<file path="config.mk">
export PLATFORM = sky130hd
export DESIGN_NAME = afs_sequencer
export DESIGN_NICKNAME = d
export VERILOG_FILES = /design/src/common/afs_pkg.sv /design/src/rtl/afs_sequencer.sv
export SDC_FILE = /design/constraint.sdc
export NUM_CORES = 1
export LEC_CHECK = 0
export BUFFER_PORTS_ARGS = -buffer_cell sky130_fd_sc_hd__buf_2
export CAP_MARGIN = 20
export CORE_AREA = 4 4 247 249
export CTS_BUF_LIST = sky130_fd_sc_hd__clkbuf_4
export DETAILED_ROUTE_END_ITERATION = 6
export DIE_AREA = 0 0 251 253
export MAX_ROUTING_LAYER = met4
export SYNTH_ARGS = -nofsm -noshare
export SYNTH_HDL_FRONTEND = slang
export SYNTH_SLANG_ARGS = --single-unit
</file>
<file path="constraint.sdc">
create_clock -name core_clk_i -period 4.14 [get_ports core_clk_i]
set_clock_uncertainty 0.15 [all_clocks]
set_input_delay 0.828 -clock core_clk_i [delete_from_list [all_inputs] [get_ports core_clk_i]]
set_output_delay 0.828 -clock core_clk_i [all_outputs]
set_load 0.02 [all_outputs]
</file>
<file path="src/common/afs_pkg.sv">
// package for the arithmetic fault sequencer: page-zero pointers, float
// status word layout, register offsets, carrier types and state names.
// assumes a 32-bit datapath with bit 0 as the least significant bit.
`default_nettype none
package afs_pkg;
  // page-zero handler pointer locations (octal 37, 45, 46)
  localparam logic [7:0]  PTR_FIXED   = 8'h1f;
  localparam logic [7:0]  PTR_FLOAT   = 8'h25;
  localparam logic [7:0]  PTR_DEC     = 8'h26;
  // wide decimal fault code marker and wide-handler opcode pattern
  localparam logic [15:0] DEC_WIDE    = 16'h8000;
  localparam logic [3:0]  WIDE_OPC    = 4'h8;
  // return block lengths and stack steps
  localparam logic [2:0]  WIDE_LEN    = 3'h6;
  localparam logic [2:0]  NARROW_LEN  = 3'h5;
  localparam logic [31:0] WIDE_STEP   = 32'h0000_0002;
  localparam logic [31:0] NARROW_STEP = 32'h0000_0001;
  // float status word bit positions
  localparam int FSW_ANY = 15;
  localparam int FSW_OVF = 14;
  localparam int FSW_UNF = 13;
  localparam int FSW_INV = 12;
  localparam int FSW_MOF = 11;
  localparam int FSW_TE  = 10;
  localparam int FSW_ARG = 0;           // 4-bit argument error code
  localparam logic [15:0] FSW_RESET = 16'h0000;
  // register offsets
  localparam logic [3:0]  REG_FSW  = 4'h0;
  localparam logic [3:0]  REG_STAT = 4'h4;
  localparam logic [3:0]  REG_VEC  = 4'h8;

  typedef enum logic [1:0] {K_FIXED, K_FLOAT, K_DEC} afs_kind_e;
  typedef enum logic [1:0] {FE_OVF, FE_UNF, FE_INV, FE_MOF} afs_ferr_e;
  typedef enum {S_IDLE, S_PUSH, S_PTR, S_HEAD, S_DONE} afs_state_e;

  // memory request carrier
  typedef struct packed {
    logic        req;
    logic        we;
    logic        wide;
    logic [31:0] addr;
    logic [31:0] wdata;
  } afs_mem_s;

  // processor context presented by the datapath at instruction end
  typedef struct packed {
    logic [15:0] psw;
    logic [31:0] ac0;
    logic [31:0] ac1;
    logic [31:0] ac2;
    logic [31:0] ac3;
    logic        carry;
    logic [30:0] pc_next;
    logic [30:0] pc_fault;
  } afs_ctx_s;
endpackage : afs_pkg
`default_nettype wire

</file>
<file path="src/rtl/afs_sequencer.sv">
// arithmetic fault sequencer: fixed, float and decimal fault service.
// assumes the datapath holds the context steady while busy_o is high
// and that memory answers each request with a one-cycle mem_ack_i.
//
// Functional notes
// - overflow flag with trap mask set starts fixed fault at instruction end.
// - fixed fault loads faulting address into accumulator zero, clears status.
// - fixed fault vectors through pointer at location 37 octal.
// - float errors come from divide by zero, overflow, bad special argument.
// - float error sets its own flag and the summary flag.
// - bad argument error also stores argument error code.
// - trap-on op sets trap enable, trap-off op clears it.
// - trap enable zero ignores error; one starts fault at float end.
// - handler first word picks wide or narrow block via pointer 45.
// - wide float block: status, four accumulators, carry plus next address.
// - narrow float block: low accumulator halves, carry plus 15 address bits.
// - after float push clear trap enable; wide fault also clears status.
// - both float widths vector through pointer at 45 octal.
// - bad decimal type or data raises decimal fault at instruction end.
// - wide decimal instructions push wide block, compatible ones narrow.
// - decimal fault clears status, code to accumulator one, address to zero.
// - both decimal widths vector through pointer at 46 octal.
// - narrow codes 0 to 7, wide codes with top bit set.
// - codes 1 to 4 come from the datapath condition unchanged.
// - codes 5 to 7 likewise; code 5 only narrow.
// - wide type 1 block: status, accumulators, undefined word, carry and pc.
// - wide type 2 block: status, pointer, descriptor, two undefined, pc.
// - wide type 3 block: status, four accumulators, carry and pc.
// - decimal push leaves accumulators alone except accumulators zero and one.
// - narrow decimal faults touch only low halves of accumulators.
//
// The implementer's own choices: the register offsets and the address-and-strobe port.
`default_nettype none
module afs_sequencer
  import afs_pkg::*;
(
  input  wire logic        core_clk_i,
  input  wire logic        rst_b_i,
  input  wire afs_ctx_s    ctx_i,
  input  wire logic [2:0]  seg_i,
  input  wire logic [31:0] wsp_i,
  input  wire logic [31:0] nsp_i,
  input  wire logic        fx_end_i,
  input  wire logic        ovf_flag_i,
  input  wire logic        ovf_mask_i,
  input  wire logic        fp_end_i,
  input  wire logic        fp_err_i,
  input  wire afs_ferr_e   fp_err_kind_i,
  input  wire logic [3:0]  fp_arg_code_i,
  input  wire logic        fp_trap_on_i,
  input  wire logic        fp_trap_off_i,
  input  wire logic        dec_end_i,
  input  wire logic        dec_bad_i,
  input  wire logic        dec_wide_i,
  input  wire logic [1:0]  dec_type_i,
  input  wire logic [2:0]  dec_code_i,
  input  wire logic        mem_ack_i,
  input  wire logic [31:0] mem_rdata_i,
  input  wire logic [3:0]  reg_addr_i,
  input  wire logic [31:0] reg_wdata_i,
  input  wire logic        reg_wr_i,
  input  wire logic        reg_rd_i,
  output afs_mem_s         mem_o,
  output logic             busy_o,
  output logic             psw_clr_o,
  output logic             ac0_ld_o,
  output logic [31:0]      ac0_val_o,
  output logic             ac1_ld_o,
  output logic [31:0]      ac1_val_o,
  output logic             ac_low_only_o,
  output logic             sp_upd_o,
  output logic [31:0]      wsp_o,
  output logic [31:0]      nsp_o,
  output logic             vec_o,
  output logic [31:0]      vec_pc_o,
  output logic [31:0]      reg_rdata_o
);

  // ---------------------------------------------------------------
  // helpers
  // ---------------------------------------------------------------
  // page-zero word address in the current segment
  function automatic logic [31:0] page0(input logic [2:0] s,
                                        input logic [7:0] loc);
    page0 = {1'b0, s, 20'h00000, loc};
  endfunction : page0

  // return block entry by index
  function automatic logic [31:0] entry(input afs_ctx_s c,
      input afs_kind_e k, input logic w, input logic [1:0] t,
      input logic [2:0] i);
    logic [31:0] e;
    e = 32'h0000_0000;
    if (w) begin
      case (i)
        3'h0:    e = {c.psw, 16'h0000};
        3'h1:    e = c.ac0;
        3'h2:    e = c.ac1;
        3'h3:    e = (k == K_DEC && t == 2'h2) ? 32'h0000_0000 : c.ac2;
        3'h4:    e = (k == K_DEC && t != 2'h3) ? 32'h0000_0000 : c.ac3;
        default: e = {c.carry, (k == K_DEC) ? c.pc_fault : c.pc_next};
      endcase
    end else begin
      case (i)
        3'h0:    e = {16'h0000, c.ac0[15:0]};
        3'h1:    e = {16'h0000, c.ac1[15:0]};
        3'h2:    e = {16'h0000, c.ac2[15:0]};
        3'h3:    e = {16'h0000, c.ac3[15:0]};
        default: e = {16'h0000, c.carry,
                      (k == K_DEC) ? c.pc_fault[14:0] : c.pc_next[14:0]};
      endcase
    end
    entry = e;
  endfunction : entry

  // ---------------------------------------------------------------
  // state
  // ---------------------------------------------------------------
  afs_state_e  state_q;
  afs_kind_e   kind_q;
  afs_ctx_s    ctx_q;
  logic        wide_q;
  logic        ptr_done_q;
  logic [1:0]  dtype_q;
  logic [2:0]  code_q;
  logic [2:0]  idx_q;
  logic [15:0] ptr_q;
  logic [15:0] fsw_q;
  logic        fp_pend_q;
  logic [2:0]  push_cnt_q;
  logic [31:0] new_sp;
  logic        start_fx;
  logic        start_fp;
  logic        start_dec;
  logic        fsw_wr;

  assign start_fx  = fx_end_i & ovf_flag_i & ovf_mask_i;
  // float start needs enable and a raised flag
  assign start_fp  = fp_end_i & fsw_q[FSW_TE] & (fp_pend_q | fp_err_i);
  assign start_dec = dec_end_i & dec_bad_i;
  assign fsw_wr    = reg_wr_i && reg_addr_i == REG_FSW;
  // next stack slot for the selected stack
  assign new_sp    = wide_q ? wsp_o + WIDE_STEP : nsp_o + NARROW_STEP;

  // ---------------------------------------------------------------
  // float status word
  // ---------------------------------------------------------------
  // hardware sets win over software writes in the same cycle
  always_ff @(posedge core_clk_i or negedge rst_b_i) begin
    if (!rst_b_i) begin
      fsw_q <= FSW_RESET;
    end else begin
      logic [15:0] f;
      f = fsw_wr ? reg_wdata_i[15:0] : fsw_q;
      if (fp_trap_on_i) begin
        f[FSW_TE] = 1'b1;
      end else if (fp_trap_off_i) begin
        f[FSW_TE] = 1'b0;
      end
      // trap enable dropped after float push
      if (state_q == S_DONE && kind_q == K_FLOAT) begin
        f[FSW_TE] = 1'b0;
      end
      if (fp_err_i) begin
        f[FSW_ANY] = 1'b1;
        case (fp_err_kind_i)
          FE_OVF:  f[FSW_OVF] = 1'b1;
          FE_UNF:  f[FSW_UNF] = 1'b1;
          FE_INV:  f[FSW_INV] = 1'b1;
          default: f[FSW_MOF] = 1'b1;
        endcase
        if (fp_err_kind_i == FE_INV) begin
          f[FSW_ARG+:4] = fp_arg_code_i;
        end
      end
      fsw_q <= f;
    end
  end

  // remember a trapping error until the float op ends
  always_ff @(posedge core_clk_i or negedge rst_b_i) begin
    if (!rst_b_i) begin
      fp_pend_q <= 1'b0;
    end else if (fp_end_i) begin
      fp_pend_q <= 1'b0;
    end else if (fp_err_i && fsw_q[FSW_TE]) begin
      fp_pend_q <= 1'b1;
    end
  end

  // ---------------------------------------------------------------
  // sequencer
  // ---------------------------------------------------------------
  always_ff @(posedge core_clk_i or negedge rst_b_i) begin
    if (!rst_b_i) begin
      state_q    <= S_IDLE;
      kind_q     <= K_FIXED;
      ctx_q      <= '0;
      wide_q     <= 1'b0;
      ptr_done_q <= 1'b0;
      dtype_q    <= 2'h0;
      code_q     <= 3'h0;
      idx_q      <= 3'h0;
      ptr_q      <= 16'h0000;
      mem_o      <= '0;
      wsp_o      <= 32'h0000_0000;
      nsp_o      <= 32'h0000_0000;
    end else begin
      case (state_q)
        S_IDLE: begin
          idx_q      <= 3'h0;
          ptr_done_q <= 1'b0;
          ctx_q      <= ctx_i;
          wsp_o      <= wsp_i;
          nsp_o      <= nsp_i;
          dtype_q    <= dec_type_i;
          code_q     <= dec_code_i;
          if (start_fx) begin
            kind_q  <= K_FIXED;
            wide_q  <= 1'b1;
            state_q <= S_PUSH;
          end else if (start_fp) begin
            kind_q  <= K_FLOAT;
            state_q <= S_PTR;
          end else if (start_dec) begin
            kind_q  <= K_DEC;
            wide_q  <= dec_wide_i;
            state_q <= S_PUSH;
          end
        end
        S_PUSH: begin
          // one entry per write, pointer advanced first
          if (!mem_o.req) begin
            mem_o.req   <= 1'b1;
            mem_o.we    <= 1'b1;
            mem_o.wide  <= wide_q;
            mem_o.addr  <= new_sp;
            mem_o.wdata <= entry(ctx_q, kind_q, wide_q, dtype_q, idx_q);
          end else if (mem_ack_i) begin
            mem_o.req <= 1'b0;
            if (wide_q) begin
              wsp_o <= new_sp;
            end else begin
              nsp_o <= new_sp;
            end
            idx_q <= idx_q + 3'h1;
            if (idx_q == (wide_q ? WIDE_LEN : NARROW_LEN) - 3'h1) begin
              state_q <= ptr_done_q ? S_DONE : S_PTR;
            end
          end
        end
        S_PTR: begin
          if (!mem_o.req) begin
            mem_o.req  <= 1'b1;
            mem_o.we   <= 1'b0;
            mem_o.wide <= 1'b0;
            case (kind_q)
              K_FIXED: mem_o.addr <= page0(seg_i, PTR_FIXED);
              K_FLOAT: mem_o.addr <= page0(seg_i, PTR_FLOAT);
              default: mem_o.addr <= page0(seg_i, PTR_DEC);
            endcase
          end else if (mem_ack_i) begin
            mem_o.req  <= 1'b0;
            ptr_q      <= mem_rdata_i[15:0];
            ptr_done_q <= 1'b1;
            state_q    <= (kind_q == K_FLOAT) ? S_HEAD : S_DONE;
          end
        end
        S_HEAD: begin
          if (!mem_o.req) begin
            mem_o.req  <= 1'b1;
            mem_o.we   <= 1'b0;
            mem_o.addr <= {1'b0, seg_i, 12'h000, ptr_q};
          end else if (mem_ack_i) begin
            mem_o.req <= 1'b0;
            // wide when msb set and low nibble matches
            wide_q  <= mem_rdata_i[15] && mem_rdata_i[3:0] == WIDE_OPC;
            state_q <= S_PUSH;
          end
        end
        default: begin
          state_q <= S_IDLE;
        end
      endcase
    end
  end

  // ---------------------------------------------------------------
  // completion pulses to the datapath
  // ---------------------------------------------------------------
  always_ff @(posedge core_clk_i or negedge rst_b_i) begin
    if (!rst_b_i) begin
      vec_o         <= 1'b0;
      vec_pc_o      <= 32'h0000_0000;
      psw_clr_o     <= 1'b0;
      ac0_ld_o      <= 1'b0;
      ac0_val_o     <= 32'h0000_0000;
      ac1_ld_o      <= 1'b0;
      ac1_val_o     <= 32'h0000_0000;
      ac_low_only_o <= 1'b0;
      sp_upd_o      <= 1'b0;
      busy_o        <= 1'b0;
    end else begin
      vec_o     <= state_q == S_DONE;
      sp_upd_o  <= state_q == S_DONE;
      busy_o    <= state_q != S_IDLE ? state_q != S_DONE
                 : (start_fx | start_fp | start_dec);
      vec_pc_o  <= {1'b0, seg_i, 12'h000, ptr_q};
      // status cleared except for narrow float
      psw_clr_o <= state_q == S_DONE && (kind_q != K_FLOAT || wide_q);
      ac0_ld_o  <= state_q == S_DONE && kind_q != K_FLOAT;
      ac0_val_o <= {1'b0, ctx_q.pc_fault};
      // only accumulator one gets the code
      ac1_ld_o  <= state_q == S_DONE && kind_q == K_DEC;
      ac1_val_o <= {ctx_q.ac1[31:16],
                    (wide_q ? DEC_WIDE : 16'h0000) | {13'h0000, code_q}};
      // narrow decimal writes only low halves
      ac_low_only_o <= kind_q == K_DEC && !wide_q;
    end
  end

  // ---------------------------------------------------------------
  // register port
  // ---------------------------------------------------------------
  always_ff @(posedge core_clk_i or negedge rst_b_i) begin
    if (!rst_b_i) begin
      reg_rdata_o <= 32'h0000_0000;
    end else if (reg_rd_i) begin
      if (reg_addr_i == REG_FSW) begin
        reg_rdata_o <= {16'h0000, fsw_q};
      end else if (reg_addr_i == REG_STAT) begin
        reg_rdata_o <= {24'h000000, busy_o, wide_q, kind_q, 1'b0, code_q};
      end else if (reg_addr_i == REG_VEC) begin
        reg_rdata_o <= vec_pc_o;
      end else begin
        reg_rdata_o <= 32'h0000_0000;
      end
    end else begin
      reg_rdata_o <= 32'h0000_0000;
    end
  end

  // ---------------------------------------------------------------
  // checks
  // ---------------------------------------------------------------
  // entries written in the current fault
  always_ff @(posedge core_clk_i or negedge rst_b_i) begin
    if (!rst_b_i) begin
      push_cnt_q <= 3'h0;
    end else if (state_q == S_IDLE) begin
      push_cnt_q <= 3'h0;
    end else if (state_q == S_PUSH && mem_o.req && mem_ack_i) begin
      push_cnt_q <= push_cnt_q + 3'h1;
    end
  end
endmodule : afs_sequencer
`default_nettype wire

</file>
== Word level (Yosys, flattened, before mapping) ==
Index checks and enable logic that the tools add are counted.

* Flip-flop bits (word level): 535

* Reductions and logical operators: 39
* Bitwise operators: 10
* Multiplexer cells: 74
* Add/subtract/negate cells: 4
* Eq/ne operators: 35

{| class="wikitable"
|+ Operators with widths
! kind !! count
|-
| 32-bit 2-to-1 mux || 22
|-
| 32-bit case mux with 5 select lines || 1
|-
| 32-bit case mux with 2 select lines || 2
|-
| 32-bit case mux with 4 select lines || 1
|-
| 31-bit 2-to-1 mux || 4
|-
| 32-bit case mux with 3 select lines || 1
|-
| 66-bit 2-to-1 mux || 1
|-
| 32-bit by 2-bit equality test with 1-bit output (second input constant) || 2
|-
| 16-bit case mux with 4 select lines || 1
|-
| 34-bit 2-to-1 mux || 1
|-
| 32-bit by 1-bit adder with 32-bit output (second input constant) || 1
|-
| 32-bit by 2-bit adder with 32-bit output (second input constant) || 1
|-
| 32-bit by 1-bit equality test with 1-bit output (second input constant) || 1
|-
| 32-bit by 4-bit equality test with 1-bit output (second input constant) || 1
|-
| 32-bit zero test || 1
|-
| 16-bit 2-to-1 mux || 2
|-
| 32-bit by 4-bit != test with 1-bit output (second input constant) || 1
|-
| 32-bit nonzero test || 1
|-
| 2-bit != test (second input constant) || 13
|-
| 1-bit 2-to-1 mux || 20
|-
| 16-bit by 3-bit bitwise OR with 16-bit output || 1
|-
| 15-bit 2-to-1 mux || 1
|-
| 3-bit 2-to-1 mux || 4
|-
| 6-bit case mux with 2 select lines || 1
|-
| 37 further kinds || 77
|}

== Longest topological paths before layout ==
* Depth after elaboration: 7
* Depth in mapped cells: 11
* Gate-level depth less buffers: 8

== Least setup slack after synthesis ==
OpenSTA, ideal clock, no wires.

* Path kind: register to register
* Start point: reg idx_q[2]
* End point: reg mem_o[10] (netlist bit)
* Library setup time: 0.083 ns
* Arrival: 2.121 ns
* Path buffers: 3
* Clock period less this slack: 2.353 ns
* Slack: 1.787 ns
* Stages on the path, launching flop included: 12
* Cells stage by stage: dfrtp_1 > clkbuf_1 > inv_1 > ha_1 > clkbuf_1 > nor2_1 > o21a_1 > clkbuf_1 > a21oi_1 > a22oi_1 > a21oi_1 > o21ai_0

* Cells in the longest elaborated chain, start to end: 3
* Elaborated cells between the ends (all ways): 8
* Those cells by class: 4 x eq/ne; 3 x mux; 1 x reduce/logical

{| class="wikitable"
|+ Ends and longest elaborated chain
! item !! line !! text
|-
| start, declared || afs_sequencer.sv:126 || <nowiki>logic [2:0] idx_q;</nowiki>
|-
| start signal, assigned || afs_sequencer.sv:246 || <nowiki>idx_q <= idx_q + 3'h1;</nowiki>
|-
| 3-bit equality test, or another cell as far along || afs_sequencer.sv:95 || <nowiki>case (i)</nowiki>
|-
| 32-bit case mux with 5 select lines / 16-bit case mux with 4 select lines (equally long branches) || afs_sequencer.sv:95, afs_sequencer.sv:104 ||
|-
| 32-bit 2-to-1 mux * || afs_sequencer.sv:94 || <nowiki>if (w) begin</nowiki>
|-
| end, declared || afs_sequencer.sv:63 || <nowiki>output afs_mem_s mem_o,</nowiki>
|}

Every way passes the cells marked *; elsewhere a longest branch is shown, timed or not.
A chain may end at the register's enable or synchronous reset.

== Worst setup path after layout ==
* Start point: reg idx_q[0]
* End point: reg mem_o[14] (netlist bit)

The elaborated chain is that of the path after synthesis.

==> flow_summary.yaml <==
sta:
  relSlewSlack_pct: 29.7
  hold_viol: 0
  slew_violations: 0
  fin_crit_ns: 3.25
  fin_crit_sh_pct: 78.4
  tns_ns: 0
  worst_pin_slew_ns: 1.05
  finalSetupViolCount: 0
  max_freq_ghz: 0.308
  grt_setup_unrepaired: "no"
hold_path:
  hold_class: "input pin to flip-flop"
  holdPathStages: 3
synthesis:
  synthCells: 2383
  netlist_area_um2: 22000
  avgSynthCellArea_um2: 9.22
  synthTopCellsByArea: "dfrtp_1 (55%), nand2_1 (14%), o21ai_0 (2.8%)"
  synth-seq-area-share_pct: 54.8
  synth_top_cells_by_count: "nand2_1 (842), dfrtp_1 (481), o21ai_0 (124)"
  synth_seq_cells: 481
  yosysTopAreaCell: "dfrtp_1"
  yosysWarnings: 0
  synth.distinct_cells: 74
  synth-async-reset-ratio_pct: 100
  yosysMostFrequentCell: "nand2_1"
  netlist.area_leader.share_pct: 54.8
  synth_edf_count: 0
  ys.flop_type: "dfrtp_1"
placed_design:
  gp_congestion: 0.905
  io_buffers: 562
  placedCellCount: 3610
  dp_hpwl_um: 60200
status:
  run_status: "finished with violations"
  violations: "design-rule violations"
clock_network:
  cts_max_path_buffers: 3
  clkSlewWorstSetupHoldPaths_ns: 0.07
  cts.sinks: 481
  clock_latency_ns: 0.94
  cts_root_buf: "clkbuf_4"
  cts_resized: 0
  cts_tree: "built"
  cts_buffers: 135
  h-tree-depth: 4
  cts_setup_buffers: 0
critical_path:
  crit_top_cell: "o21ai_0"
  cp_slowest_cell: "ha_2"
  cp_data_required_time_ns: 4.79
  endpoint_kind: "flip-flop"
  worstPathCellList: "inv_1, ha_2, nand2_1, a21oi_4, buf_4, a21oi_1, o2111ai_1, o21ai_0, o21ai_0"
  start_kind: "flip-flop"
  cpPeakStageDelay_ns: 0.84
  ff2ff_path_depth: 9
  path_class: "flip-flop to flip-flop"
  crit_fanout: 34
  cp.arrival_ns: 3.90
cells_and_area:
  seq_area_um2: 12000
  instances_no_fill: 4165
  fin_util_pct: 51.7
  drive_gt1_share_pct: 26.0
  final_nets: 3664
  multi_input_area_um2: 9110
  area_delta_synth_final_pct: 38.2
  filler_cell_count: 5411
floorplanning:
  num_rows: 89
  initial_core_util_pct: 37.4
  die-area_um2: 63500
  top_level_ports: 634
  die_w_um: 251
  fp.dieH_um: 253
  core_area_um2: 58700
route:
  via_count: 21700
  post-route-drc-count: 11
  ant_nets: 0
  vias_per_cell: 5.21
  drtPass1Iterations: 7
  drt-initial-drc-count: 1725
  wirelength_um: 86800
  wl_per_cell_um: 20.8
global_route:
  grt_max_degree: 129
  grt_pass1_vias: 22100
  antenna_found_initial: 4
  overflow: 0
  grt_util_all_layers_pct: 27.4
  grt_pass1_wl_um: 130000
pwr:
  irDropWorstVdd_uv: 416
  p_leak_nw: 15.2
  powerDensity_nw_per_um2: 792
run:
  maxCapViolations: 0
==> registers in the layout, indices dropped and copies added, names as in the netlist <==
signal and flops:
ac0_ld_o 1, ac0_val_o 31, ac1_ld_o 1, ac1_val_o 20, ac_low_only_o 1, busy_o 1
code_q 3, ctx_q 207, dtype_q 2, fp_pend_q 1, fsw_q 16, idx_q 3
kind_q 2, mem_o 67, nsp_o 32, psw_clr_o 1, ptr_done_q 1, ptr_q 16
reg_rdata_o 19, state_q 3, vec_o 1, vec_pc_o 19, wide_q 1, wsp_o 32
==> placed cells by master, fill, tap and decap left out, types with 8 or more instances in the layout <==
master and instances:
nand4_1 13, buf_2 561, and3_1 27, nand2_1 840, inv_1 22, xnor2_1 33
mux2_2 23, clkbuf_4 200, xor2_1 24, or3_1 8, mux2i_1 43, nor3_1 26
nor2b_1 8, a21oi_1 109, nand2b_1 8, nor4_1 10, a31oi_1 13, o21ai_0 124
a21o_1 8, nor2_1 77, o22ai_1 13, clkinv_1 21, o2111ai_1 8, buf_4 41
a22oi_1 39, nand3_1 33, dlygate4sd3_1 313, o21a_1 10, a221oi_1 25, dfrtp_1 479
conb_1 39, o211ai_1 11, a222oi_1 32, a22o_1 16
==> final timing paths <==
| path | start | to | slack (ns) |
|---|---|---|---|
| max reg2reg | idx_q[0]$_DFFE_PN0P_ | mem_o[14]$_DFFE_PN0P_ | 0.89 |
| min | wsp_i[21] | wsp_o[21]$_DFFE_PN0P_ | 0.16 |
| min in group asynchronous | rst_b_i | ac1_val_o[15]$_DFF_PN0_ | 0.45 |
| max in group asynchronous | rst_b_i | ac0_val_o[19]$_DFF_PN0_ | 2.40 |
| min reg2reg | ctx_q[155]$_DFFE_PN0N_ | ac1_val_o[28]$_DFF_PN0_ | 0.22 |
| max | idx_q[0]$_DFFE_PN0P_ | mem_o[14]$_DFFE_PN0P_ | 0.89 |
==> through the flow <==
step	power, mW	area, um^2	setup slack, ns	hold slack, ns
6_report	24.0	30400	0.892	0.159
5_1_grt	25.7	30400	0.788	0.0678
4_1_cts	24.2	30300	0.938	0.00197
3_5_place_dp	19.3	25400	0.968	0.234
3_3_place_gp	19.0	25400	1.03	0.237
2_1_floorplan	15.1	22100	1.79	0.215
==> layout make-up <==
cell class / count / area share, %
timing repair buffer: 922 / 21.0
sequential: 481 / 39.6
inverter: 23 / 0.284
multi-input combinational: 1725 / 30.0
tap: 773 / 3.19
clock buffer: 200 / 4.94
antenna: 5 / 0.0412
clock inverter: 36 / 0.874
==> worst max-delay path: cells and delay by family (launching register included) <==
kind | cells | cell delay, ns
buffers and inverters | 2 | 0.48
flip-flops | 1 | 0.45
adder cells (fa/ha/maj) | 1 | 0.84
AO/OA/AOI/OAI | 5 | 0.99
AND/OR/NAND/NOR | 1 | 0.21
==> cells by family after synthesis <==
family	Yosys count	synth area share, %
simple gates	1087	20.5
compound gates	468	14.1
other cells	1	0.0171
fa+ha+maj	8	0.456
xor+xnor	57	2.27
mux	66	3.14
buf+inv	215	4.67
flops	481	54.8
==> repair_timing <==
| item | in CTS | in global routing |
|---|---|---|
| hold buffers | 313 | 0 |
| endpoints found under the setup margin | 0 | 0 |
| hold endpoints to repair | 392 | 0 |
==> metal layers <==
| metal | up-vias | wire, um | global-route usage [%] |
|---|---|---|---|
| li1 | 9983 | - | - |
| met1 | 10400 | 35300 | 33.8 |
| met2 | 1070 | 41200 | 43.1 |
| met3 | 246 | 5920 | 5.67 |
| met4 | 0 | 4340 | 13.6 |
| met5 | - | 0 | - |
==> where the power goes <==
part / internal, mW / switching (mW) / leakage [nW]
Sequential: 6.85 / 2.04 / 5.90
Clock: 2.46 / 2.05 / 1.04
Combinational: 3.63 / 7.01 / 8.22
Power figures use the tool's default switching activity.
